### config.mk
export PLATFORM = sky130hd
export DESIGN_NAME = ebrpc_top
export DESIGN_NICKNAME = d
export VERILOG_FILES = /design/src/verilog/ebrpc_pkg.sv /design/src/verilog/ebrpc_pad_reg.sv /design/src/verilog/ebrpc_cycle_div.sv /design/src/verilog/ebrpc_top.sv
export SDC_FILE = /design/constraint.sdc
export NUM_CORES = 1
export LEC_CHECK = 0
export BUFFER_PORTS_ARGS = -buffer_cell sky130_fd_sc_hd__buf_2
export CAP_MARGIN = 15
export CORE_ASPECT_RATIO = 1.25
export CORE_MARGIN = 2
export CORE_UTILIZATION = 44
export DETAILED_ROUTE_END_ITERATION = 10
export PLACE_DENSITY_LB_ADDON = 0.2
export SETUP_SLACK_MARGIN = 0.1
export SLEW_MARGIN = 20
export SYNTH_ARGS = -nofsm -noshare
export SYNTH_HDL_FRONTEND = slang
export SYNTH_HIERARCHICAL = 1
export SYNTH_SLANG_ARGS = --single-unit
### constraint.sdc
create_clock -name CLOCK_IN -period 2.3 [get_ports CLOCK_IN]
set_input_delay 0.575 -clock CLOCK_IN [delete_from_list [all_inputs] [get_ports CLOCK_IN]]
set_output_delay 0.575 -clock CLOCK_IN [all_outputs]
set_load 0.02 [all_outputs]
### src/verilog/ebrpc_pkg.sv
`default_nettype none

package ebrpc_pkg;

    // ------------------------------------------------------------------
    // Register map, byte addresses on the APB side.
    // ------------------------------------------------------------------
    localparam int          APB_AW         = 12;
    localparam logic [11:0] ADDR_PMODE     = 12'h000;
    localparam logic [11:0] ADDR_STATUS    = 12'h004;
    localparam logic [11:0] ADDR_GRANTS    = 12'h008;
    localparam logic [31:0] PMODE_RESET    = 32'h00000000;
    localparam logic [31:0] PMODE_MASK     = 32'h00000001;
    localparam int          PMODE_CLKDIS   = 0;
    localparam logic [31:0] RDATA_IDLE     = 32'h00000000;

    // ------------------------------------------------------------------
    // Status register field positions; status_bits holds req at bit 4 and xio_mode at bit 3.
    // ------------------------------------------------------------------
    localparam int ST_GRANT  = 0;
    localparam int ST_CHOLD  = 1;
    localparam int ST_DRAIN  = 2;
    localparam int ST_REQ    = 3;
    localparam int ST_XIO    = 4;
    localparam int ST_FLOATN = 5;
    localparam int ST_CYCLE_CLOCK_OUT_DISABLE = 6;
    localparam int ST_SEL    = 7;
    localparam int ST_W      = 8;

    // ------------------------------------------------------------------
    // Machine cycle timing in reference clock cycles.
    // ------------------------------------------------------------------
    localparam int         MC_W    = 2;
    localparam logic [1:0] MC_LAST = 2'h3;
    localparam logic [1:0] MC_HALF = 2'h1;
    localparam logic [1:0] MC_ZERO = 2'h0;

    // ------------------------------------------------------------------
    // Pin widths, idle levels and the core-side bus bundle.
    // ------------------------------------------------------------------
    localparam int          ADDR_W     = 18;
    localparam int          DATA_W     = 16;
    localparam int          CTRL_W     = 4;
    localparam int          GRANT_W    = 16;
    localparam logic [3:0]  CTRL_IDLE  = 4'hF;
    localparam logic [15:0] GRANT_ZERO = 16'h0000;
    localparam logic [15:0] GRANT_ONE  = 16'h0001;

    typedef struct packed {
        logic        addr_bit_18;
        logic [17:0] addr;
        logic [15:0] wdata;
        logic        data_drive;
        logic [3:0]  ctrl_n;
    } ebrpc_core_bus_type;

    typedef enum logic [2:0] {
        ST_RUN   = 3'b001,
        ST_WAIT  = 3'b010,
        ST_HELD  = 3'b100
    } ebrpc_state_type;

endpackage

`default_nettype wire

### src/verilog/ebrpc_pad_reg.sv
`timescale 1ns/1ns
`default_nettype none

// Registered output pad with an active-low enable; floats under reset.
module ebrpc_pad_reg #(
    parameter int               WIDTH     = 1,
    parameter logic [WIDTH-1:0] RESET_VAL = '0
) (
    input  wire logic             clk_in,
    input  wire logic             rst_n_in,
    input  wire logic [WIDTH-1:0] value_in,
    input  wire logic             drive_in,
    output var  logic [WIDTH-1:0] value_out,
    output var  logic             oe_n_out
);

    // ------------------------------------------------------------------
    // Pad flip-flops.
    // ------------------------------------------------------------------

    // Value and enable move together so the pin never shows a stale level.
    always_ff @(posedge clk_in)
    begin
        if (!rst_n_in)
        begin
            value_out <= RESET_VAL;
            oe_n_out  <= 1'b1;
        end
        else
        begin
            value_out <= value_in;
            oe_n_out  <= ~drive_in;
        end
    end

endmodule
`default_nettype wire

### src/verilog/ebrpc_cycle_div.sv
`timescale 1ns/1ns
`default_nettype none

module ebrpc_cycle_div
    import ebrpc_pkg::*;
(
    input  wire logic clk_in,
    input  wire logic rst_n_in,
    input  wire logic stop_in,
    output var  logic cycle_start_out,
    output var  logic level_out,
    output var  logic stopped_out
);

    // ------------------------------------------------------------------
    // Machine cycle counter.
    // ------------------------------------------------------------------
    logic [MC_W-1:0] cnt_q;
    wire             wrap = (cnt_q == MC_LAST);
    wire             half = (cnt_q == MC_HALF);

    // Stop is only looked at on the cycle boundary, which avoids runt pulses.
    always_ff @(posedge clk_in)
    begin
        if (!rst_n_in)
        begin
            cnt_q           <= MC_ZERO;
            cycle_start_out <= 1'b0;
            level_out       <= 1'b1;
            stopped_out     <= 1'b0;
        end
        else
        begin
            cnt_q           <= wrap ? MC_ZERO : cnt_q + 1'b1;
            cycle_start_out <= wrap;
            if (wrap)
            begin
                stopped_out <= stop_in;
                if (!stop_in)
                    level_out <= 1'b0;
            end
            else if (half)
                level_out <= 1'b1;
        end
    end

endmodule
`default_nettype wire

### src/verilog/ebrpc_top.sv
`timescale 1ns/1ns
`default_nettype none

// Behaviour
// - Mode pin low: select pin is input
// - Mode pin high: drive address bit 18
// - Float pin low: address outputs float
// - Acknowledged request: float address, data, control
// - Grant output shows held, floated bus
// - Float pin low: grant output floats
// - Clock output cycles at machine rate
// - Machine cycle bounded by clock falling edges
// - Disable bit one stops clock output
// - Float pin low: clock output floats
module ebrpc_top
    import ebrpc_pkg::*;
(
    input  wire logic               CLOCK_IN,
    input  wire logic               RST_N_IN,
    input  wire logic               PSEL_IN,
    input  wire logic               PENABLE_IN,
    input  wire logic               PWRITE_IN,
    input  wire logic [APB_AW-1:0]  PADDR_IN,
    input  wire logic [31:0]        PWDATA_IN,
    output var  logic [31:0]        PRDATA_OUT,
    output var  logic               PREADY_OUT,
    output var  logic               PSLVERR_OUT,
    input  wire logic               EXTERNAL_IO_MODE_PIN_IN,
    input  wire logic               EMULATION_FLOAT_PIN_N_IN,
    input  wire logic               BUS_RELEASE_REQ_N_IN,
    input  wire logic               SUBSYSTEM_SELECT_IN,
    input  wire ebrpc_core_bus_type CORE_BUS_IN,
    input  wire logic               CORE_ACCESS_BUSY_IN,
    output var  logic               CORE_HOLD_OUT,
    output var  logic               SUBSYSTEM_SELECT_OUT,
    output var  logic               PROGRAM_ADDR_BIT_18_OUT,
    output var  logic               PROGRAM_ADDR_BIT_18_OE_N_OUT,
    output var  logic [ADDR_W-1:0]  ADDR_OUT,
    output var  logic               ADDR_OE_N_OUT,
    output var  logic [DATA_W-1:0]  DATA_OUT,
    output var  logic               DATA_OE_N_OUT,
    output var  logic [CTRL_W-1:0]  CTRL_N_OUT,
    output var  logic               CTRL_OE_N_OUT,
    output var  logic               BUS_RELEASE_GRANT_N_OUT,
    output var  logic               BUS_RELEASE_GRANT_OE_N_OUT,
    output var  logic               MACHINE_CYCLE_CLOCK_OUT,
    output var  logic               MACHINE_CYCLE_CLOCK_OE_N_OUT
);

    // ------------------------------------------------------------------
    // Declarations.
    // ------------------------------------------------------------------
    // Bus release state.
    ebrpc_state_type     state_q;
    ebrpc_state_type     state_d;

    // Software and pin state.
    logic [31:0]         pmode_q;
    logic [GRANT_W-1:0]  grants_q;
    logic                pready_q;
    logic                core_hold_q;
    logic                sel_q;

    // Divider outputs.
    logic                cycle_start;
    logic                clk_level;
    logic                clk_stopped;

    // ------------------------------------------------------------------
    // Pin level decode.
    // ------------------------------------------------------------------

    // The request pin is active low; inputs are already in this clock domain.
    // No synchroniser: the master must meet setup.
    wire req        = ~BUS_RELEASE_REQ_N_IN;
    wire float_n    = EMULATION_FLOAT_PIN_N_IN;
    wire xio_mode   = EXTERNAL_IO_MODE_PIN_IN;
    wire clk_off    = pmode_q[PMODE_CLKDIS];

    // One-hot state decode.
    wire is_wait    = (state_q == ST_WAIT);
    wire is_held    = (state_q == ST_HELD);

    // The bus is ours to drive only while not held and not floated.
    // Every bus pad lets go on the grant edge.
    wire bus_own    = ~is_held & float_n;
    wire data_drive = bus_own & CORE_BUS_IN.data_drive;
    wire a18_drive  = bus_own & xio_mode;
    wire grant_n    = ~is_held;

    // ------------------------------------------------------------------
    // Bus release state machine.
    // ------------------------------------------------------------------

    // Steps only on machine cycle boundaries, so a grant never lands mid-cycle.
    // A mid-cycle request waits for the boundary.
    // That costs up to one machine cycle.
    always_comb
    begin
        state_d = state_q;
        if (cycle_start)
        begin
            unique case (state_q)
                // A request first stalls the core.
                ST_RUN:
                begin
                    if (req)
                        state_d = ST_WAIT;
                end

                // Hand over only once the core is idle.
                ST_WAIT:
                begin
                    if (!req)
                        state_d = ST_RUN;
                    else if (!CORE_ACCESS_BUSY_IN)
                        state_d = ST_HELD;
                end

                // Hold until the request is withdrawn.
                ST_HELD:
                begin
                    if (!req)
                        state_d = ST_RUN;
                end
            endcase
        end
    end

    // State, core stall and grant counter.
    // The stall covers the wait, so no access starts.
    always_ff @(posedge CLOCK_IN)
    begin
        if (!RST_N_IN)
        begin
            state_q     <= ST_RUN;
            core_hold_q <= 1'b0;
            grants_q    <= GRANT_ZERO;
        end
        else
        begin
            state_q     <= state_d;
            core_hold_q <= (state_d != ST_RUN);
            if (state_d == ST_HELD && !is_held)
                grants_q <= grants_q + GRANT_ONE;
        end
    end

    assign CORE_HOLD_OUT = core_hold_q;

    // ------------------------------------------------------------------
    // Shared select pin.
    // ------------------------------------------------------------------

    // In external memory mode the pin is an output, so its input is masked.
    // One cycle late, but every reader sees one level.
    always_ff @(posedge CLOCK_IN)
    begin
        if (!RST_N_IN)
            sel_q <= 1'b0;
        else
            sel_q <= ~xio_mode & SUBSYSTEM_SELECT_IN;
    end

    assign SUBSYSTEM_SELECT_OUT = sel_q;

    // ------------------------------------------------------------------
    // Output pads.
    // ------------------------------------------------------------------

    // Address bit 18 shares the select pin and follows the mode pin.
    // It floats with the address bus when held.
    ebrpc_pad_reg #(
        .WIDTH     (1),
        .RESET_VAL (1'b0)
    ) u_pad_a18 (
        .clk_in    (CLOCK_IN),
        .rst_n_in  (RST_N_IN),
        .value_in  (CORE_BUS_IN.addr_bit_18),
        .drive_in  (a18_drive),
        .value_out (PROGRAM_ADDR_BIT_18_OUT),
        .oe_n_out  (PROGRAM_ADDR_BIT_18_OE_N_OUT)
    );

    // Address lines float when lent out or floated.
    ebrpc_pad_reg #(
        .WIDTH     (ADDR_W),
        .RESET_VAL ('0)
    ) u_pad_addr (
        .clk_in    (CLOCK_IN),
        .rst_n_in  (RST_N_IN),
        .value_in  (CORE_BUS_IN.addr),
        .drive_in  (bus_own),
        .value_out (ADDR_OUT),
        .oe_n_out  (ADDR_OE_N_OUT)
    );

    // Data lines drive only on core writes.
    ebrpc_pad_reg #(
        .WIDTH     (DATA_W),
        .RESET_VAL ('0)
    ) u_pad_data (
        .clk_in    (CLOCK_IN),
        .rst_n_in  (RST_N_IN),
        .value_in  (CORE_BUS_IN.wdata),
        .drive_in  (data_drive),
        .value_out (DATA_OUT),
        .oe_n_out  (DATA_OE_N_OUT)
    );

    // Strobes idle high so a released bus sees no spurious access.
    // They float under the float pin as well.
    ebrpc_pad_reg #(
        .WIDTH     (CTRL_W),
        .RESET_VAL (CTRL_IDLE)
    ) u_pad_ctrl (
        .clk_in    (CLOCK_IN),
        .rst_n_in  (RST_N_IN),
        .value_in  (CORE_BUS_IN.ctrl_n),
        .drive_in  (bus_own),
        .value_out (CTRL_N_OUT),
        .oe_n_out  (CTRL_OE_N_OUT)
    );

    // The grant floats with the float pin alone.
    // Its value keeps tracking the state.
    ebrpc_pad_reg #(
        .WIDTH     (1),
        .RESET_VAL (1'b1)
    ) u_pad_grant (
        .clk_in    (CLOCK_IN),
        .rst_n_in  (RST_N_IN),
        .value_in  (grant_n),
        .drive_in  (float_n),
        .value_out (BUS_RELEASE_GRANT_N_OUT),
        .oe_n_out  (BUS_RELEASE_GRANT_OE_N_OUT)
    );

    // ------------------------------------------------------------------
    // Machine cycle clock output.
    // ------------------------------------------------------------------
    // The disable bit acts on a boundary only,
    // so no clock phase is ever cut short.
    ebrpc_cycle_div u_div (
        .clk_in          (CLOCK_IN),
        .rst_n_in        (RST_N_IN),
        .stop_in         (clk_off),
        .cycle_start_out (cycle_start),
        .level_out       (clk_level),
        .stopped_out     (clk_stopped)
    );

    // The divider level is delayed one edge here, like every other pad.
    // So the clock lines up with the bus pads.
    ebrpc_pad_reg #(
        .WIDTH     (1),
        .RESET_VAL (1'b1)
    ) u_pad_clk (
        .clk_in    (CLOCK_IN),
        .rst_n_in  (RST_N_IN),
        .value_in  (clk_level),
        .drive_in  (float_n),
        .value_out (MACHINE_CYCLE_CLOCK_OUT),
        .oe_n_out  (MACHINE_CYCLE_CLOCK_OE_N_OUT)
    );

    // ------------------------------------------------------------------
    // APB decode.
    // ------------------------------------------------------------------

    // One wait state: ready is registered so every bus output is a flop.
    wire apb_access = PSEL_IN & PENABLE_IN;
    wire apb_done   = apb_access & pready_q;
    wire pready_d   = apb_access & ~pready_q;

    // Full compare; no aliased words.
    wire hit_pmode  = (PADDR_IN == ADDR_PMODE);
    wire hit_status = (PADDR_IN == ADDR_STATUS);
    wire hit_grants = (PADDR_IN == ADDR_GRANTS);
    wire hit_any    = hit_pmode | hit_status | hit_grants;
    wire wr_pmode   = apb_done & PWRITE_IN & hit_pmode;

    // Live state as seen by software.
    // No snapshot: two reads may differ.
    wire [ST_W-1:0] status_bits = {
        sel_q,
        clk_stopped,
        float_n,
        req,
        xio_mode,
        is_wait,
        core_hold_q,
        is_held
    };

    // Read mux; unmapped addresses read zero.
    // Zero outside the answer cycle, so no stale word.
    wire [31:0] rd_mux =
        hit_pmode  ? pmode_q :
        hit_status ? {{(32-ST_W){1'b0}}, status_bits} :
        hit_grants ? {{(32-GRANT_W){1'b0}}, grants_q} :
                     RDATA_IDLE;

    wire [31:0] rdata_d  = (pready_d & ~PWRITE_IN) ? rd_mux : RDATA_IDLE;
    wire        slverr_d = pready_d & ~hit_any;

    // ------------------------------------------------------------------
    // APB registers.
    // ------------------------------------------------------------------

    // Bus answer flops.
    // They hold for one answer cycle only.
    always_ff @(posedge CLOCK_IN)
    begin
        if (!RST_N_IN)
        begin
            pready_q    <= 1'b0;
            PRDATA_OUT  <= RDATA_IDLE;
            PSLVERR_OUT <= 1'b0;
        end
        else
        begin
            pready_q    <= pready_d;
            PRDATA_OUT  <= rdata_d;
            PSLVERR_OUT <= slverr_d;
        end
    end

    assign PREADY_OUT = pready_q;

    // Only the clock disable bit is kept; other mode bits read as zero.
    // Status and count writes are dropped silently.
    always_ff @(posedge CLOCK_IN)
    begin
        if (!RST_N_IN)
            pmode_q <= PMODE_RESET;
        else if (wr_pmode)
            pmode_q <= PWDATA_IN & PMODE_MASK;
    end

endmodule
`default_nettype wire

==> tab_implementation.tex <==
\begin{tabular}{lr}
\hline
Metric & Value \\
\hline
\multicolumn{2}{l}{\textbf{STA}} \\
Tightest slew margin relative to the limit & between 60\% and 70\% \\
RSZ-0062 raised after global routing & no \\
Worst-Margin Slew & 0.498 ns \\
Fmax & 546 MHz \\
Final Slew Violations & 0 \\
Final setup TNS & 0 ns \\
Clock tree skew after final layout & 0.00471 ns \\
Min Clock Period, post-route & 1.83 ns \\
Fraction of the cycle the final worst path needs & 79.6\% \\
Worst hold margin & 0.386 ns \\
Final setup violating endpoints & 0 \\
Final number of hold-violating endpoints & 0 \\
\multicolumn{2}{l}{\textbf{Worst setup path}} \\
Critical path destination & grants\_q[10]\$\_SDFFE\_PN0P\_ \\
Number of buffer and inverter instances along the worst setup path & 0 \\
Destination of the worst register-to-register timing path & grants\_q[10]\$\_SDFFE\_PN0P\_ \\
Worst-case register-to-register setup slack & roughly 0.47 ns \\
Req. time, crit path & 2.60 ns \\
Class of the most critical setup path & flop to flop \\
RR Startpoint & state\_q[1]\$\_SDFF\_PN0\_ \\
Critical-path top delay cell & sky130\_fd\_sc\_hd\_\_or4\_1 \\
Sort of element at the end of the critical path & flop \\
Kind of cell adding the most delay to the critical path & simple AND/OR/NAND/NOR gates \\
Data arrival at the endpoint of the critical path & 2.13 ns \\
Delay of the slowest critical-path stage & roughly 0.56 ns \\
Largest fanout on the critical path & 11 \\
Critical-path cell list & and4bb\_4 > nand4\_2 > or4\_1 > a21oi\_1 \\
Critical Path Start Type & flop \\
Launch point of the critical path & state\_q[1]\$\_SDFF\_PN0\_ \\
Cell count of the worst reg-to-reg path & 4 \\
Number of stages on the worst setup path & 4 \\
\multicolumn{2}{l}{\textbf{Place}} \\
Placed instance area & about 4000 sq um \\
Count of buffers inserted at the top-level ports & around 130 \\
Placed cell count & between 500 and 600 \\
Placer's final routability congestion estimate & 0.772 \\
Final HPWL from detailed placement & roughly 5 mm \\
\multicolumn{2}{l}{\textbf{Cells and area}} \\
Post-layout instance area & 4180 sq um \\
Fillers & 680 \\
Non-Filler Instances & 547 \\
Share of cells above drive strength 1 & 40.2\% \\
Inserted Diodes & 0 \\
Area growth from synthesis to layout & 25.5\% \\
Nets & 548 \\
\multicolumn{2}{l}{\textbf{Synthesis}} \\
Netlist Area Pre-Place & 3330 sq um \\
Number of enable-type register cells in the synthesized netlist & 0 \\
Most used DFF post-synth & sky130\_fd\_sc\_hd\_\_dfxtp\_1 \\
Register bit total from synthesis & 92 \\
Post-Syn Instances & 315 \\
Cell variety after synth & 50 \\
Share of async-settable or async-resettable flops after synthesis & 0\% \\
Number of warnings issued by yosys & 6 \\
Sequential-to-total area share from yosys stat & 55.3\% \\
Average size of a mapped cell & 10.6 sq um \\
\multicolumn{2}{l}{\textbf{Detailed routing}} \\
Routed via count divided by cell count & 4.63 \\
Vias post-DR & 2,534 \\
Routed length per placed instance & 12.2 um \\
1st-pass router iterations & 4 \\
Remaining number of nets flagged by the antenna check after routing & 0 \\
DRC & 0 \\
Total length of routed wires & 6.68 mm \\
Violation count after the first detailed-route iteration & 70 \\
\multicolumn{2}{l}{\textbf{Power}} \\
Switching power share of the total & between 20\% and 30\% \\
Static Leak & 1.92 nW \\
Power per standard cell area & 699 nW/um\^{}2 \\
Sw Pwr & 0.000763 W \\
Final Total Pwr & $\sim$0.0029 W \\
Proportion of power drawn by the clock network & 34.1\% \\
Cell Int Power & 0.00216 W \\
Peak ir drop on the vdd network & between 0.3 and 0.4 mV \\
Combinational Power Share & 9.1\% \\
Share of total power in sequential cells & 56.7\% \\
\multicolumn{2}{l}{\textbf{Clock network}} \\
Clock tree root buffer cell & sky130\_fd\_sc\_hd\_\_clkbuf\_8 \\
TritonCTS buffer count & 9 \\
Post-CTS Hold Fix Bufs & 0 \\
Postcts setup bufs & 0 \\
Htree depth & 3 \\
Total clock sinks & 92 \\
TritonCTS clock tree & built \\
Clock transition time at the flip-flop clock pins of the worst setup and hold paths & $\sim$0.09 ns \\
Clock latency on the worst-skew pair & 0.36 ns \\
Clk buf depth & 2 \\
Number of cells upsized or downsized after cts & 0 \\
\multicolumn{2}{l}{\textbf{Min path}} \\
Worst Hold Class & input port to flop \\
\multicolumn{2}{l}{\textbf{Floorplanning}} \\
Starting utilization of the core area & 45.3\% \\
Die height & $\sim$100 um \\
Die Area & 8290 sq um \\
Top-level port count & $\sim$180 \\
Chip Width & 81.9 um \\
Core footprint & $\sim$7400 sq um \\
Number of placement rows & 35 \\
\multicolumn{2}{l}{\textbf{GRT}} \\
Global-route wire length before repair & roughly 11 mm \\
Initial antenna violation count & 0 \\
Vias in the first global route & 2,427 \\
Remaining Overflow, GRT & 0 \\
Total global routing track utilization & 16.7\% \\
Maximum number of pins on one net before global-route repair & 64 \\
\multicolumn{2}{l}{\textbf{Run status}} \\
Outcome & finished clean \\
\multicolumn{2}{l}{\textbf{Run}} \\
\# Max-Cap Violations & 0 \\
\hline
\end{tabular}
==> metrics by stage <==
stage	utilization (%)	setup slack [ns]
final	56.9	0.469
after global routing	56.9	0.319
after global placement	54.4	0.249
after detailed placement	54.4	0.197
after CTS	56.9	0.467
after floorplan	-	0.448
==> per-layer routing <==
layer	wire [um]	part of all wire, %	GRT usage, %	vias up
met5	0	0	0	-
met4	217	3.2	10.0	0
met3	429	6.4	4.10	17
met2	3410	51	29.8	85
met1	2620	39	17.2	1129
li1	-	-	-	1303
==> cell usage in the layout (no fill, tap or decap), types with 2 or more instances in the layout <==
cell type | synthesis | routed
sky130_fd_sc_hd__clkbuf_8 | 0 | 9
sky130_fd_sc_hd__a31oi_1 | 2 | 2
sky130_fd_sc_hd__clkinvlp_4 | 0 | 2
sky130_fd_sc_hd__or3_1 | 2 | 2
sky130_fd_sc_hd__a22o_1 | 6 | 6
sky130_fd_sc_hd__and2_1 | 18 | 18
sky130_fd_sc_hd__nor4_1 | 9 | 9
sky130_fd_sc_hd__buf_4 | 17 | 3
sky130_fd_sc_hd__nand4_1 | 2 | 2
sky130_fd_sc_hd__and3_1 | 3 | 3
sky130_fd_sc_hd__inv_1 | 7 | 7
sky130_fd_sc_hd__nand3_1 | 7 | 7
sky130_fd_sc_hd__nor3_1 | 3 | 3
sky130_fd_sc_hd__nand2b_1 | 10 | 10
sky130_fd_sc_hd__or2_1 | 2 | 2
sky130_fd_sc_hd__conb_1 | 1 | 16
sky130_fd_sc_hd__xor2_1 | 3 | 3
sky130_fd_sc_hd__nor2_1 | 12 | 12
sky130_fd_sc_hd__inv_8 | 0 | 2
sky130_fd_sc_hd__nor4_4 | 2 | 2
sky130_fd_sc_hd__o21ai_1 | 2 | 2
sky130_fd_sc_hd__or4_1 | 4 | 4
sky130_fd_sc_hd__buf_2 | 1 | 129
sky130_fd_sc_hd__nand2_1 | 27 | 27
sky130_fd_sc_hd__mux2i_1 | 4 | 4
sky130_fd_sc_hd__xnor2_1 | 5 | 5
sky130_fd_sc_hd__a21oi_1 | 9 | 9
sky130_fd_sc_hd__o31ai_1 | 4 | 4
sky130_fd_sc_hd__nor2b_1 | 5 | 5
sky130_fd_sc_hd__dfxtp_1 | 92 | 92
sky130_fd_sc_hd__and2_2 | 27 | 27
sky130_fd_sc_hd__ha_1 | 4 | 4
sky130_fd_sc_hd__nor4b_1 | 2 | 2
==> cell families (layout without fill, tap and decap cells) <==
group	after synthesis	in the layout	share of synthesized area, %
multiplexers	5	5	1.65
adder cells (fa/ha/maj)	4	4	1.50
AND/OR/NAND/NOR	143	143	26.7
flip-flops	92	92	55.3
AO/OA/AOI/OAI	31	31	6.61
other	1	16	0.113
buffers and inverters	31	156	6.12
XOR/XNOR	8	8	2.10
==> cell type report <==
| cell class | count | area, sq um | share of cell area, % |
|---|---|---|---|
| clock buffers | 9 | 124 | 2.96 |
| clock inverters | 7 | 60.1 | 1.44 |
| inverters | 8 | 30.0 | 0.718 |
| multi-input cells | 207 | 1340 | 32.1 |
| flip-flops and latches | 92 | 1840 | 44.0 |
| well taps | 92 | 115 | 2.75 |
| repair buffers | 132 | 668 | 16.0 |
==> synth_stat cells, types with 2 or more instances <==
library cell	instances	share of area [%]
sky130_fd_sc_hd__a21oi_1	9	1.4
sky130_fd_sc_hd__a22o_1	6	1.6
sky130_fd_sc_hd__a31oi_1	2	0.38
sky130_fd_sc_hd__and2_1	18	3.4
sky130_fd_sc_hd__and2_2	27	6.1
sky130_fd_sc_hd__and3_1	3	0.56
sky130_fd_sc_hd__buf_4	17	3.8
sky130_fd_sc_hd__buf_6	3	1.0
sky130_fd_sc_hd__clkbuf_1	2	0.23
sky130_fd_sc_hd__dfxtp_1	92	55
sky130_fd_sc_hd__ha_1	4	1.5
sky130_fd_sc_hd__inv_1	7	0.79
sky130_fd_sc_hd__mux2i_1	4	1.2
sky130_fd_sc_hd__nand2_1	27	3.0
sky130_fd_sc_hd__nand2b_1	10	1.9
sky130_fd_sc_hd__nand3_1	7	1.1
sky130_fd_sc_hd__nand4_1	2	0.38
sky130_fd_sc_hd__nor2_1	12	1.4
sky130_fd_sc_hd__nor2b_1	5	0.94
sky130_fd_sc_hd__nor3_1	3	0.45
sky130_fd_sc_hd__nor4_1	9	1.7
sky130_fd_sc_hd__nor4_4	2	1.3
sky130_fd_sc_hd__nor4b_1	2	0.53
sky130_fd_sc_hd__o21ai_1	2	0.30
sky130_fd_sc_hd__o31ai_1	4	0.90
sky130_fd_sc_hd__or2_1	2	0.38
sky130_fd_sc_hd__or3_1	2	0.38
sky130_fd_sc_hd__or4_1	4	0.90
sky130_fd_sc_hd__xnor2_1	5	1.3
sky130_fd_sc_hd__xor2_1	3	0.79
==> worst reg2reg max path: cells and delay by family (launching register included) <==
family / cells / cell delay, ns
flip-flops: 1 / 0.50
AO/OA/AOI/OAI: 1 / 0.15
AND/OR/NAND/NOR: 3 / 1.12
==> power by group through the flow <==
stage | combinational [W] | sequential, W | clock, W
after global placement | 0.000266 | 0.00169 | 0
after CTS | 0.000272 | 0.00166 | 0.00104
final | 0.000268 | 0.00166 | 0.000998
after detailed placement | 0.000271 | 0.00170 | 0
after floorplan | 0.000116 | 0.00175 | 0
after global routing | 0.000294 | 0.00167 | 0.00110
==> state kept, by name (all words and copies together), names as in the netlist, 2 cells and up <==
name	flops
u_pad_addr/value_out	18
PRDATA_OUT	16
grants_q	16
u_pad_data/value_out	16
u_pad_ctrl/value_out	4
state_q	3
u_div/cnt_q	2
==> how the worst min path moves through the flow <==
stage	startpoint	endpoint	slack, ns	depth (start not counted)
floorplan	u_div/level_out$_SDFFE_PN1P_	u_pad_clk/value_out$_SDFF_PN1_	0.40	1
global placement	u_div/level_out$_SDFFE_PN1P_	u_pad_clk/value_out$_SDFF_PN1_	0.41	1
detailed placement	u_div/level_out$_SDFFE_PN1P_	u_pad_clk/value_out$_SDFF_PN1_	0.42	1
CTS	CORE_BUS_IN[0]	u_pad_ctrl/value_out[0]$_SDFF_PN1_	0.37	2
global route	CORE_BUS_IN[0]	u_pad_ctrl/value_out[0]$_SDFF_PN1_	0.38	2
finish	CORE_BUS_IN[0]	u_pad_ctrl/value_out[0]$_SDFF_PN1_	0.39	2
Power figures use the tool's default switching activity.
